[src/logic/mac_cmd_params.svh]
// register offsets, field positions and reset values of the command and event-flag bank
// assumes inclusion from the package and the design modules only
`ifndef MAC_CMD_PARAMS_SVH
`define MAC_CMD_PARAMS_SVH

// ------------------------------------------------------------
// register offsets within a page
// ------------------------------------------------------------
`define OFF_CORE_COMMAND 5'h00
`define OFF_EVENT_FLAGS 5'h07
`define OFF_ENABLE_MASK 5'h0f

// ------------------------------------------------------------
// command register fields
// ------------------------------------------------------------
`define CMD_PAGE_HI 7
`define CMD_PAGE_LO 6
`define CMD_RDMA_HI 5
`define CMD_RDMA_LO 3
`define CMD_TXP_BIT 2
`define CMD_START_BIT 1
`define CMD_STOP_BIT 0
`define CMD_RESET_VAL 8'h21

// ------------------------------------------------------------
// event flag fields
// ------------------------------------------------------------
`define EVT_RST_BIT 7
`define EVT_EVENT_MASK 8'h7f
`define EVT_RESET_VAL 8'h80
`define MASK_RESET_VAL 8'h00
`define PAGE_ZERO 2'h0
`define PAGE_ONE 2'h1
`define RDMA_READ 3'h1
`define RDMA_WRITE 3'h2

`endif

[src/logic/mac_cmd_pkg.sv]
// types shared by the command and event-flag bank
// assumes the params header sits beside it
package mac_cmd_pkg;
`include "mac_cmd_params.svh"

   typedef enum logic [1:0] {
      RDMA_IDLE = 2'b00,
      RDMA_BUSY = 2'b01,
      RDMA_DONE = 2'b11
   } rdma_state_t;

   // events raised by the mac engines, one-cycle pulses
   typedef struct packed {
      logic rdma_complete;
      logic tally_msb_set;
      logic ring_exhausted;
      logic tx_excess_coll;
      logic tx_underrun;
      logic rx_crc_err;
      logic rx_align_err;
      logic rx_overrun;
      logic rx_missed;
      logic tx_ok;
      logic rx_ok;
      logic enter_reset;
   } mac_events_t;

   // controls presented to the rest of the core
   typedef struct packed {
      logic [1:0] page;
      logic rdma_read_go;
      logic rdma_write_go;
      logic rdma_abort;
      logic transmit_packet_go;
      logic start_pulse;
      logic stop_pulse;
      logic running;
   } mac_ctrl_t;
endpackage : mac_cmd_pkg

[src/logic/mac_command_and_irq_status.sv]
// command register and interrupt event flags of a paged ethernet core
// assumes a synchronous local bus: one-cycle write strobe, read data a cycle later
//
// Contract
// RULE1: page selector picks page zero or one
// RULE2: remote dma code 001 read, 010 write
// RULE3: top dma command bit aborts transfer
// RULE4: device clears top bit when dma finishes
// RULE5: host clears byte count after abort
// RULE6: abort keeps current remote address
// RULE7: transmit bit starts packet transmission
// RULE8: start bit activates controller
// RULE9: stop bit halts controller
// RULE10: reset flag set on reset, cleared by start
// RULE11: reset flag never requests interrupt
// RULE12: dma done sets its flag
// RULE13: tally msb sets overflow flag
// RULE14: ring exhausted sets overwrite flag
// RULE15: collisions or underrun set transmit error
// RULE16: crc, align, overrun, missed set receive error
// RULE17: good transmit sets success flag
// RULE18: good receive sets success flag
// RULE19: write one clears event flag
// RULE20: eight-bit registers reached through page
// RULE21: mask enables cleared after reset
// RULE22: interrupt while flag and enable set
`timescale 1ns/1ns
module mac_command_and_irq_status
   import mac_cmd_pkg::*;
(
   // clock and reset
   input wire logic clk,
   input wire logic sys_rst,
   input wire logic clk_en,
   // local cpu register port
   input wire logic [4:0] reg_addr,
   input wire logic reg_wr,
   input wire logic reg_rd,
   input wire logic [7:0] reg_wdata,
   output logic [7:0] reg_rdata,
   output logic reg_hit,
   // core events and status
   input wire mac_events_t events,
   input wire logic rdma_active,
   // controls and interrupt
   output mac_ctrl_t ctrl,
   output logic irq
);
   // ------------------------------------------------------------
   // declarations
   // ------------------------------------------------------------
   logic [7:0] cmd_q;
   logic [1:0] page_q;
   logic [2:0] rdma_cmd_q;
   logic txp_q;
   logic start_q;
   logic stop_q;
   localparam logic [7:0] CMD_INIT = `CMD_RESET_VAL;
   logic [7:0] mask_q;
   logic [7:0] flags;
   logic [7:0] flag_set;
   logic [7:0] flag_clr;
   logic running_q;
   logic [7:0] rdata_q;
   logic hit_q;
   logic txp_busy_q;
   logic [5:0] pulses_q;
   rdma_state_t rdma_q;
   logic wr_cmd;
   logic wr_flags;
   logic wr_mask;

   function automatic logic addr_is(input logic [4:0] a, input logic [4:0] off);
      addr_is = (a == off);
   endfunction : addr_is

   // page-zero test, shared by the write decode and the read path
   function automatic logic on_page_zero(input logic [1:0] pg);
      on_page_zero = (pg == `PAGE_ZERO);
   endfunction : on_page_zero

   // remote dma code field of a command byte
   function automatic logic [2:0] dma_code(input logic [7:0] b);
      dma_code = b[`CMD_RDMA_HI:`CMD_RDMA_LO];
   endfunction : dma_code

   // a start that is not overridden by a stop in the same byte
   function automatic logic start_only(input logic [7:0] b);
      start_only = b[`CMD_START_BIT] & ~b[`CMD_STOP_BIT];
   endfunction : start_only

   // ------------------------------------------------------------
   // address decode
   // ------------------------------------------------------------
   // RULE20 paged decode
   // command is on every page, the others only on page zero
   always_comb
   begin
      wr_cmd = 1'b0;
      wr_flags = 1'b0;
      wr_mask = 1'b0;
      if (!reg_wr)
         wr_cmd = 1'b0;
      else if (addr_is(reg_addr, `OFF_CORE_COMMAND))
         wr_cmd = 1'b1;
      else if (!on_page_zero(page_q))
         wr_cmd = 1'b0;
      else if (addr_is(reg_addr, `OFF_EVENT_FLAGS))
         wr_flags = 1'b1;
      else if (addr_is(reg_addr, `OFF_ENABLE_MASK))
         wr_mask = 1'b1;
   end

   // ------------------------------------------------------------
   // command register, one flop group per field except start and stop, which share one
   // ------------------------------------------------------------
   // RULE1 page select store
   always_ff @(posedge clk)
   begin
      if (sys_rst)
         page_q <= CMD_INIT[`CMD_PAGE_HI:`CMD_PAGE_LO];
      else if (clk_en && wr_cmd)
         page_q <= reg_wdata[`CMD_PAGE_HI:`CMD_PAGE_LO];
   end

   // RULE2 dma code store
   // a host write wins over the self-clear in the same cycle
   always_ff @(posedge clk)
   begin
      if (sys_rst)
         rdma_cmd_q <= CMD_INIT[`CMD_RDMA_HI:`CMD_RDMA_LO];
      else if (clk_en)
      begin
         if (wr_cmd)
            rdma_cmd_q <= dma_code(reg_wdata);
         // RULE4 self-clear on done
         else if (events.rdma_complete)
            rdma_cmd_q[`CMD_RDMA_HI-`CMD_RDMA_LO] <= 1'b0;
      end
   end

   // RULE7 transmit bit holds
   // the bit stays set until the packet ends, so a second go cannot restart it
   always_ff @(posedge clk)
   begin
      if (sys_rst)
         txp_q <= CMD_INIT[`CMD_TXP_BIT];
      else if (clk_en)
      begin
         if (wr_cmd)
            txp_q <= reg_wdata[`CMD_TXP_BIT] | txp_q;
         else if (txp_busy_q && (events.tx_ok || events.tx_excess_coll || events.tx_underrun))
            txp_q <= 1'b0;
      end
   end

   // start and stop bits read back as last written
   always_ff @(posedge clk)
   begin
      if (sys_rst)
      begin
         start_q <= CMD_INIT[`CMD_START_BIT];
         stop_q <= CMD_INIT[`CMD_STOP_BIT];
      end
      else if (clk_en && wr_cmd)
      begin
         start_q <= reg_wdata[`CMD_START_BIT];
         stop_q <= reg_wdata[`CMD_STOP_BIT];
      end
   end

   assign cmd_q = {page_q, rdma_cmd_q, txp_q, start_q, stop_q};

   // transmit in progress, a copy of the transmit bit one cycle late, so it clears a cycle after that bit clears
   always_ff @(posedge clk)
   begin
      if (sys_rst)
         txp_busy_q <= 1'b0;
      else if (clk_en)
         txp_busy_q <= cmd_q[`CMD_TXP_BIT];
   end

   // ------------------------------------------------------------
   // run state and command pulses
   // ------------------------------------------------------------
   always_ff @(posedge clk)
   begin
      if (sys_rst)
         running_q <= 1'b0;
      else if (clk_en && wr_cmd)
      begin
         // RULE9 stop halts
         if (reg_wdata[`CMD_STOP_BIT])
            running_q <= 1'b0;
         // RULE8 start activates
         else if (reg_wdata[`CMD_START_BIT])
            running_q <= 1'b1;
      end
   end

   // pulses are registered so the engines see one clean cycle
   always_ff @(posedge clk)
   begin
      if (sys_rst)
         pulses_q <= 6'h00;
      else if (clk_en)
      begin
         pulses_q <= 6'h00;
         if (wr_cmd)
         begin
            // RULE2 read and write launch
            pulses_q[5] <= dma_code(reg_wdata) == `RDMA_READ;
            pulses_q[4] <= dma_code(reg_wdata) == `RDMA_WRITE;
            // RULE3 abort on top bit
            pulses_q[3] <= reg_wdata[`CMD_RDMA_HI] & rdma_active;
            // RULE7 transmit launch
            pulses_q[2] <= reg_wdata[`CMD_TXP_BIT] & ~txp_q;
            pulses_q[1] <= start_only(reg_wdata);
            pulses_q[0] <= reg_wdata[`CMD_STOP_BIT];
         end
      end
   end

   // ------------------------------------------------------------
   // remote dma tracker
   // ------------------------------------------------------------
   // RULE6 abort keeps address
   // the address counter lives outside; an abort only stops it, never reloads
   always_ff @(posedge clk)
   begin
      if (sys_rst)
         rdma_q <= RDMA_IDLE;
      else if (clk_en)
      begin
         case (rdma_q)
            RDMA_IDLE:
               if (pulses_q[5] || pulses_q[4])
                  rdma_q <= RDMA_BUSY;
            RDMA_BUSY:
               if (events.rdma_complete || pulses_q[3])
                  rdma_q <= RDMA_DONE;
            RDMA_DONE:
               rdma_q <= RDMA_IDLE;
            default:
               rdma_q <= RDMA_IDLE;
         endcase
      end
   end

   // ------------------------------------------------------------
   // event flags
   // ------------------------------------------------------------
   always_comb
   begin
      flag_set = 8'h00;
      // RULE10 reset sets flag
      flag_set[7] = events.enter_reset;
      // RULE12 dma done
      flag_set[6] = events.rdma_complete;
      // RULE13 tally overflow
      flag_set[5] = events.tally_msb_set;
      // RULE14 ring overwrite
      flag_set[4] = events.ring_exhausted;
      // RULE15 transmit error
      flag_set[3] = events.tx_excess_coll | events.tx_underrun;
      // RULE16 receive error
      flag_set[2] = events.rx_crc_err | events.rx_align_err | events.rx_overrun | events.rx_missed;
      // RULE17 transmit success
      flag_set[1] = events.tx_ok;
      // RULE18 receive success
      flag_set[0] = events.rx_ok;
      // RULE19 write one clears
      flag_clr = wr_flags ? (reg_wdata & `EVT_EVENT_MASK) : 8'h00;
      // RULE10 start clears reset flag
      flag_clr[`EVT_RST_BIT] = wr_cmd & start_only(reg_wdata);
   end

   event_flag_reg u_flags (
      .clk(clk),
      .sys_rst(sys_rst),
      .clk_en(clk_en),
      .set_bits(flag_set),
      .clear_bits(flag_clr),
      .flags_q(flags)
   );

   // ------------------------------------------------------------
   // interrupt mask and request
   // ------------------------------------------------------------
   always_ff @(posedge clk)
   begin
      // RULE21 enables cleared on reset
      if (sys_rst)
         mask_q <= `MASK_RESET_VAL;
      else if (clk_en && wr_mask)
         mask_q <= reg_wdata & `EVT_EVENT_MASK;
   end

   // RULE22 masked request
   // RULE11 reset flag excluded
   assign irq = |(flags & mask_q & `EVT_EVENT_MASK);

   // ------------------------------------------------------------
   // read path
   // ------------------------------------------------------------
   // RULE20 paged readback
   always_ff @(posedge clk)
   begin
      if (sys_rst)
      begin
         rdata_q <= 8'h00;
         hit_q <= 1'b0;
      end
      else if (clk_en)
      begin
         hit_q <= 1'b0;
         if (!reg_rd)
            rdata_q <= rdata_q;
         else if (addr_is(reg_addr, `OFF_CORE_COMMAND))
         begin
            rdata_q <= cmd_q;
            hit_q <= 1'b1;
         end
         else if (on_page_zero(page_q) && addr_is(reg_addr, `OFF_EVENT_FLAGS))
         begin
            rdata_q <= flags;
            hit_q <= 1'b1;
         end
         else
            rdata_q <= 8'h00;
      end
   end

   assign reg_rdata = rdata_q;
   assign reg_hit = hit_q;

   // ------------------------------------------------------------
   // control outputs
   // ------------------------------------------------------------
   // RULE5 byte count left to host
   // abort does not touch the byte count; software clears it afterwards
   // one process drives the whole struct, so no member has a second driver
   always_comb
   begin
      ctrl.page = page_q;
      ctrl.rdma_read_go = pulses_q[5];
      ctrl.rdma_write_go = pulses_q[4];
      ctrl.rdma_abort = pulses_q[3];
      ctrl.transmit_packet_go = pulses_q[2];
      ctrl.start_pulse = pulses_q[1];
      ctrl.stop_pulse = pulses_q[0];
      ctrl.running = running_q;
   end
endmodule : mac_command_and_irq_status

[src/logic/event_flag_reg.sv]
// eight-bit sticky flag register with write-one-to-clear
// assumes set pulses and clear strobes come from the same clock
`timescale 1ns/1ns
module event_flag_reg
   import mac_cmd_pkg::*;
(
   // clock and reset
   input wire logic clk,
   input wire logic sys_rst,
   input wire logic clk_en,
   // set and clear
   input wire logic [7:0] set_bits,
   input wire logic [7:0] clear_bits,
   // state
   output logic [7:0] flags_q
);
   // set wins over a clear in the same cycle
   always_ff @(posedge clk)
   begin
      if (sys_rst)
         flags_q <= `EVT_RESET_VAL;
      else if (clk_en)
         flags_q <= (flags_q & ~clear_bits) | set_bits;
   end
endmodule : event_flag_reg

[config.mk]
export PLATFORM = sky130hd
export DESIGN_NAME = mac_command_and_irq_status
export DESIGN_NICKNAME = d
export VERILOG_FILES = /design/src/logic/mac_cmd_pkg.sv /design/src/logic/mac_command_and_irq_status.sv /design/src/logic/event_flag_reg.sv
export VERILOG_INCLUDE_DIRS = /design/src /design/src/logic
export SDC_FILE = /design/constraint.sdc
export NUM_CORES = 1
export LEC_CHECK = 0
export ABC_AREA = 1
export BUFFER_PORTS_ARGS = -buffer_cell sky130_fd_sc_hd__buf_2
export CORE_MARGIN = 2
export CORE_UTILIZATION = 30
export CTS_BUF_LIST = sky130_fd_sc_hd__clkbuf_8
export CTS_CLUSTER_DIAMETER = 40
export DETAILED_ROUTE_END_ITERATION = 12
export MAX_ROUTING_LAYER = met4
export SYNTH_ARGS = -nofsm -noshare
export SYNTH_HDL_FRONTEND = slang
export SYNTH_SLANG_ARGS = --single-unit
[constraint.sdc]
create_clock -name clk -period 2.94 [get_ports clk]
set_clock_uncertainty 0.15 [all_clocks]
set_input_delay 0.588 -clock clk [delete_from_list [all_inputs] [get_ports clk]]
set_output_delay 0.588 -clock clk [all_outputs]
set_load 0.05 [all_outputs]
==> results.py, run 1 <==
metrics = {
    "status": {
        "outcome": "completed",
    },
    "sta": {
        "slew_viol_final": 0,
        "setup_violations": 0,
        "fin_setup_tns_ns": 0,
        "fin_crit_ns": 2.04,
        "grt_setup_unrepaired": "no",
        "period_share_pct": 69.2,
        "relSlewSlack_pct": 62.0,
        "hold_viol_final": 0,
        "fmax_mhz": 491,
        "worst_slew_pin_slew_ns": 0.569,
    },
    "worst_setup_path": {
        "crit_top_cell": "nand2_1",
        "slowest_stage": "dfxtp_1",
        "cp_cell_sequence": "nand2_1, nand2_1, a221oi_1, nand2_1, buf_2",
        "path_class": "reg -> out",
        "critPathMaxFanout": 3,
        "cp_num_buf_inv": 1,
        "crit_path_start": "u_flags.flags_q[3]$_SDFFE_PP0P_",
        "setup.worst_path.start_class": "register",
        "slowest_delay_ns": 0.34,
        "cp.arrival_ns": 1.30,
        "critPathCaptureType": "output port",
        "crit-reg2reg-launch": "page_q[1]$_SDFFE_PP0P_",
        "critical-path-top-delay-family": "flip-flops",
        "critPathRequiredTime_ns": 2.20,
    },
    "grt": {
        "antenna_found_initial": 0,
        "first_global_vias": 1609,
        "grt_start_max_net_pins": 22,
        "grtUsageTotal_pct": 16.1,
        "grt-ovfl-total": 0,
        "grt_pass1_wl_um": 7700,
    },
    "detailed_routing": {
        "vias_per_cell": 4.80,
        "dr.pass1.iters": 4,
        "postRouteAntennaNets": 0,
        "remaining_drc_errors": 0,
        "num_vias": 1714,
        "avgRoutedWirePerCell_um": 13.3,
        "dr.first_iter.drc_count": 86,
        "drt_wl_total_um": 4740,
    },
    "cells_and_area": {
        "fin_util_pct": 37.8,
        "layout.nets": 316,
        "layout-drive-gt1-share_pct": 24.2,
        "area_growth_pct": 19.5,
        "finish.instance_area_mm2": 0.00211,
        "antenna_cells": 0,
        "stdcell_count": 357,
    },
    "hold_path": {
        "hp-class": "reg -> reg",
        "hold_start": "running_q$_SDFFE_PP0P_",
    },
    "placement": {
        "portBuffers": 49,
        "dpl.cell_count": 350,
        "place_area_mm2": 0.00203,
        "place_hpwl_um": 3540,
        "gp_congestion": 0.836,
    },
    "flow_run": {
        "max-cap-violations": 0,
    },
    "floorplan": {
        "chipWidth_um": 80.6,
        "die_height_um": 80.6,
        "dieArea_mm2": 0.00650,
        "num_rows": 27,
        "initial_core_util_pct": 31.6,
        "ioPinCount": 50,
        "coreArea_mm2": 0.00557,
    },
    "clock_network": {
        "clock_latency_ns": 0.29,
        "post_cts_buffers": 0,
        "numCtsBuffers": 5,
        "clkSinkCount": 40,
        "clockBufferDepth": 2,
        "path_clk_slew_ns": 0.08,
        "h-tree-depth": 2,
        "post_cts_resized": 0,
        "postCtsHoldBufs": 0,
        "cts_tree": "done",
        "cts_root_buf": "clkbuf_8",
    },
    "logic_synthesis": {
        "avgSynthCellArea_um2": 7.37,
        "synthAdderAreaFrac_pct": 0,
        "postSynthCellCount": 239,
        "synth_compound_area_share_pct": 18.7,
        "ys_seq_area_share_pct": 45.5,
        "syn_area_mm2": 0.00176,
        "synth_cell_types": 25,
        "syn-num-nets": 270,
        "synthMuxAreaShare_pct": 0,
        "synth_top_family_by_area": "simple AND/OR/NAND/NOR gates",
        "synth_seq_cells": 40,
        "synthSimpleGateAreaFrac_pct": 27.9,
        "yosys_warnings": 0,
        "synth_xor_area_share_pct": 0,
    },
    "power_and_ir_drop": {
        "powerDensity_mw_per_mm2": 496,
        "max-vdd-ir-drop_mv": 0.174,
        "leakage_nw": 0.952,
    },
}
synthesized netlist by cell type:
cell type | number | share of area [%]
nand2_1 | 59 | 13
dfxtp_1 | 40 | 45
a21oi_1 | 37 | 11
nor2_1 | 24 | 5.1
o21ai_0 | 18 | 5.1
inv_1 | 16 | 3.4
nand3_1 | 15 | 4.3
buf_4 | 4 | 1.7
nor2_4 | 4 | 2.6
a21oi_2 | 2 | 0.99
buf_1 | 2 | 0.43
buf_6 | 2 | 1.3
inv_2 | 2 | 0.43
nand3_2 | 2 | 1.1
o21ai_1 | 2 | 0.57
a221oi_1 | 1 | 0.50
a22o_1 | 1 | 0.50
buf_2 | 1 | 0.28
clkbuf_1 | 1 | 0.21
clkinv_1 | 1 | 0.21
nand2_2 | 1 | 0.36
nand2_4 | 1 | 0.64
nand3_4 | 1 | 0.99
nor3_1 | 1 | 0.28
o21ai_2 | 1 | 0.50
flip-flops by register name (all words and copies together), names as in the netlist:
register,flops
running_q,1
u_flags.flags_q,8
txp_q,1
txp_busy_q,1
page_q,2
stop_q,1
mask_q,7
rdma_cmd_q,3
pulses_q,6
reg_hit,1
start_q,1
reg_rdata,8
per-layer routing:
metal	global-route usage [%]	part of all wire, %
met5	-	0
met4	4.58	1.1
met3	4.38	7.3
met2	25.8	47
met1	19.9	45
kinds of logic (layout without fill, tap and decap cells):
logic type	count (synthesis)	after routing
simple gates	108	108
compound gates	62	62
flops	40	40
buf+inv	29	75
layout make-up:
class | instances | area [um2]
Fill cell | 623 | 3470
Multi-Input combinational cell | 170 | 821
Sequential cell | 40 | 801
Timing Repair Buffer | 49 | 245
Tap cell | 72 | 90.1
Inverter | 19 | 71.3
Clock buffer | 5 | 68.8
Clock inverter | 2 | 8.76
final timing paths:
path / end / slack (ns) / depth (start not counted)
worst max-delay path: irq / 0.90 / 5
worst min-delay path: running_q$_SDFFE_PP0P_ / 0.31 / 2
worst max register to register: u_flags.flags_q[6]$_SDFFE_PP0P_ / 1.48 / 6
worst min register to register: running_q$_SDFFE_PP0P_ / 0.31 / 2
per-stage QoR:
step / power [mW] / setup WS [ns] / hold slack, ns
floorplan: 0.663 / 1.29 / 0.269
CTS: 1.05 / 0.864 / 0.305
global placement: 0.708 / 0.863 / 0.292
global route: 1.09 / 0.772 / 0.336
finish: 1.04 / 0.905 / 0.310
detailed placement: 0.710 / 0.808 / 0.291
cell usage in the layout, fill, tap and decap left out:
cell type  Yosys  routed
a221oi_1       1       1
o21ai_0       18      18
clkbuf_8       0       5
nand3_4        1       1
nand3_1       15      15
nor2_4         4       4
nand2_4        1       1
nor3_1         1       1
o21ai_2        1       1
clkinv_1       1       1
inv_2          2       2
a22o_1         1       1
o21ai_1        2       2
inv_1         16      17
a21oi_1       37      37
a21oi_2        2       2
buf_2          1      49
nand3_2        2       2
nor2_1        24      24
dfxtp_1       40      40
nand2_2        1       1
nand2_1       59      59
clkinv_2       0       1
worst register-to-register path, cell delays in order, from the launching register on:
cell and delay [ns]:
dfxtp_1 0.34, nor2_1 0.12, nand2_1 0.11, nor2_4 0.33
nand3_1 0.13, nand2_1 0.09, a21oi_1 0.06
where the power goes:
part / switching (mW) / leakage, nW / internal (mW) / total, mW
registers: 0.0111 / 0.326 / 0.558 / 0.569
clock network: 0.189 / 0.0452 / 0.158 / 0.347
logic: 0.0887 / 0.581 / 0.0390 / 0.128
total: 0.289 / 0.952 / 0.755 / 1.04
No activity file was read; power rests on OpenSTA's default activity.
==> run 2: changes to the inputs <==
--- a/config.mk
+++ b/config.mk
@@ -6,7 +6,7 @@
 export SDC_FILE = /design/constraint.sdc
 export NUM_CORES = 1
 export LEC_CHECK = 0
-export ABC_AREA = 1
+export ABC_AREA = 0
 export BUFFER_PORTS_ARGS = -buffer_cell sky130_fd_sc_hd__buf_2
 export CORE_MARGIN = 2
 export CORE_UTILIZATION = 30
==> constraint.sdc (replaced) <==
create_clock -name clk -period 2.05 [get_ports clk]
set_clock_uncertainty 0.15 [all_clocks]
set_input_delay 0.41 -clock clk [delete_from_list [all_inputs] [get_ports clk]]
set_output_delay 0.41 -clock clk [all_outputs]
set_load 0.05 [all_outputs]
==> run 2 against run 1 <==
Count of clock-buffer cells in the layout unchanged; die area decreased by 7.4%; combinational power up 40%; final area up 0.95%; register-to-register slack worse by 1.2 ns; utilization grew 3.3 points; critical path type unchanged.
==> results.py, run 2 <==
metrics = {
    "sta": {
        "relSlewSlack_pct": 74.6,
        "grt_setup_unrepaired": "no",
        "timing.hold.ws_ns": 0.195,
        "fin_setup_tns_ns": 0,
        "period_share_pct": 91.4,
        "hold_viol_final": 0,
        "fmax_mhz": 534,
        "worst_slack_ns": 0.176,
        "worst_slew_pin_slew_ns": 0.376,
        "slew_viol_final": 0,
        "setup_violations": 0,
        "fin_crit_ns": 1.87,
    },
    "clock_network": {
        "cts_tree": "done",
        "path_clk_slew_ns": 0.08,
        "post_cts_buffers": 0,
        "numCtsBuffers": 5,
        "clock_latency_ns": 0.29,
        "postCtsHoldBufs": 0,
        "clkSinkCount": 40,
        "post_cts_resized": 0,
        "h-tree-depth": 2,
        "clockBufferDepth": 2,
        "cts_root_buf": "clkbuf_8",
    },
    "logic_synthesis": {
        "synth.area.top_cells": "dfxtp_1 49%, mux2i_1 8.0%, nor2_1 6.5%",
        "synth_cell_types": 33,
        "ys_top_cells_by_count": "40 x dfxtp_1, 28 x nor2_1, 13 x mux2i_1, 13 x nand2_1, 10 x a21oi_1",
        "yosysTopAreaCellShare_pct": 49.3,
        "synth_top_area_cell": "dfxtp_1",
        "synthMuxAreaShare_pct": 8.01,
        "synthFlopType": "dfxtp_1",
        "synth_top_family_by_area": "simple AND/OR/NAND/NOR gates",
        "synth_xor_area_share_pct": 0,
        "synth.most_common_cell": "dfxtp_1",
        "yosys_warnings": 0,
        "async_reset_ff_share_pct": 0,
        "syn-num-nets": 201,
        "syn_area_mm2": 0.00162,
        "synthAdderAreaFrac_pct": 0,
        "synthSimpleGateAreaFrac_pct": 20.8,
        "ys_seq_area_share_pct": 49.3,
        "postSynthCellCount": 170,
        "synth_compound_area_share_pct": 18.4,
        "synth_edf_count": 0,
        "synth_seq_cells": 40,
        "avgSynthCellArea_um2": 9.55,
    },
    "worst_setup_path": {
        "cp_num_buf_inv": 1,
        "critPathMaxFanout": 3,
        "cp.arrival_ns": 1.31,
        "path_class": "reg -> out",
        "slowest_delay_ns": 0.34,
        "critPathRequiredTime_ns": 1.49,
        "slowest_stage": "dfxtp_1",
        "setup.worst_path.start_class": "register",
        "critPathCaptureType": "output port",
        "cp_cell_sequence": "a222oi_1, nand3_1, buf_2",
        "critical-path-top-delay-family": "flip-flops",
    },
    "floorplan": {
        "num_rows": 26,
        "chipWidth_um": 77.6,
        "ioPinCount": 50,
        "die_height_um": 77.6,
        "dieArea_mm2": 0.00602,
        "initial_core_util_pct": 31.4,
        "coreArea_mm2": 0.00517,
    },
    "detailed_routing": {
        "dr.first_iter.drc_count": 84,
        "dr.pass1.iters": 4,
        "remaining_drc_errors": 0,
        "postRouteAntennaNets": 0,
        "drt_wl_total_um": 4190,
        "num_vias": 1501,
        "vias_per_cell": 5.00,
        "avgRoutedWirePerCell_um": 14.0,
    },
    "power_and_ir_drop": {
        "powerDensity_mw_per_mm2": 771,
        "leakage_nw": 0.878,
        "max-vdd-ir-drop_mv": 0.631,
    },
    "cells_and_area": {
        "layout.nets": 260,
        "filler_cell_count": 534,
        "final_common_cell": "buf_2",
        "antenna_cells": 0,
        "final_cell_mix": "49 x buf_2, 40 x dfxtp_1, 28 x nor2_1, 13 x mux2i_1, 13 x nand2_1",
        "area_growth_pct": 30.9,
        "layout-drive-gt1-share_pct": 32.6,
    },
    "placement": {
        "place_hpwl_um": 3160,
        "gp_congestion": 0.795,
        "portBuffers": 49,
        "place_ws_ns": 0.0338,
    },
    "grt": {
        "grt_start_max_net_pins": 18,
        "grtUsageTotal_pct": 15.1,
        "grt_pass1_wl_um": 6930,
        "first_global_vias": 1392,
        "grt-ovfl-total": 0,
        "antenna_found_initial": 0,
    },
    "status": {
        "outcome": "completed",
    },
    "hold_path": {
        "hp-class": "in -> reg",
    },
    "flow_run": {
        "max-cap-violations": 0,
    },
}
==> run 2: report_power, final <==
part	internal [mW]	total (mW)	switching, mW
clock network	0.360	0.646	0.286
registers	0.798	0.813	0.0150
logic	0.0650	0.179	0.114
total	1.22	1.64	0.415
==> run 2: path summary, 6_finish.rpt <==
| kind | from | endpoint | slack [ns] | depth (start not counted) |
|---|---|---|---|---|
| hold / removal | reg_wdata[6] | u_flags.flags_q[6]$_SDFFE_PP0P_ | 0.19 | 2 |
| hold reg to reg | pulses_q[0]$_SDFFE_PP0P_ | pulses_q[0]$_SDFFE_PP0P_ | 0.32 | 2 |
| setup reg to reg | page_q[1]$_SDFFE_PP0P_ | mask_q[2]$_SDFFE_PP0P_ | 0.24 | 5 |
| setup / recovery | u_flags.flags_q[5]$_SDFFE_PP0P_ | irq | 0.18 | 3 |
==> run 2: layer usage <==
| layer | wire length (um) | vias up | global-route usage (%) |
|---|---|---|---|
| met5 | 0 | - | - |
| met2 | 1820 | 53 | 21.6 |
| li1 | - | 749 | - |
| met1 | 2090 | 693 | 21.1 |
| met4 | 48 | 0 | 4.82 |
| met3 | 236 | 6 | 3.49 |
==> run 2: cells by family (layout without fill, tap and decap cells) <==
family                 after synthesis  after routing
AND/OR/NAND/NOR                     65             65
buffers and inverters               12             72
AO/OA/AOI/OAI                       40             40
multiplexers                        13             13
flip-flops                          40             40
==> run 2: layout make-up <==
class                   count  area, um2  share of cell area [%]
clock inverters             3       42.5                    2.00
well taps                  70       87.6                    4.12
multi-input cells         118        767                    36.1
flip-flops and latches     40        801                    37.7
repair buffers             61        348                    16.4
clock buffers               5       68.8                    3.24
inverters                   3       11.3                   0.530
==> run 2: through the flow <==
stage	instance area [um2]	power, mW	util, %	instances
floorplan	1620	0.932	-	170
global route	2130	1.70	41.1	300
global placement	2010	1.01	38.9	292
CTS	2130	1.65	41.1	300
detailed placement	2010	1.01	38.9	292
finish	2130	1.64	41.1	300
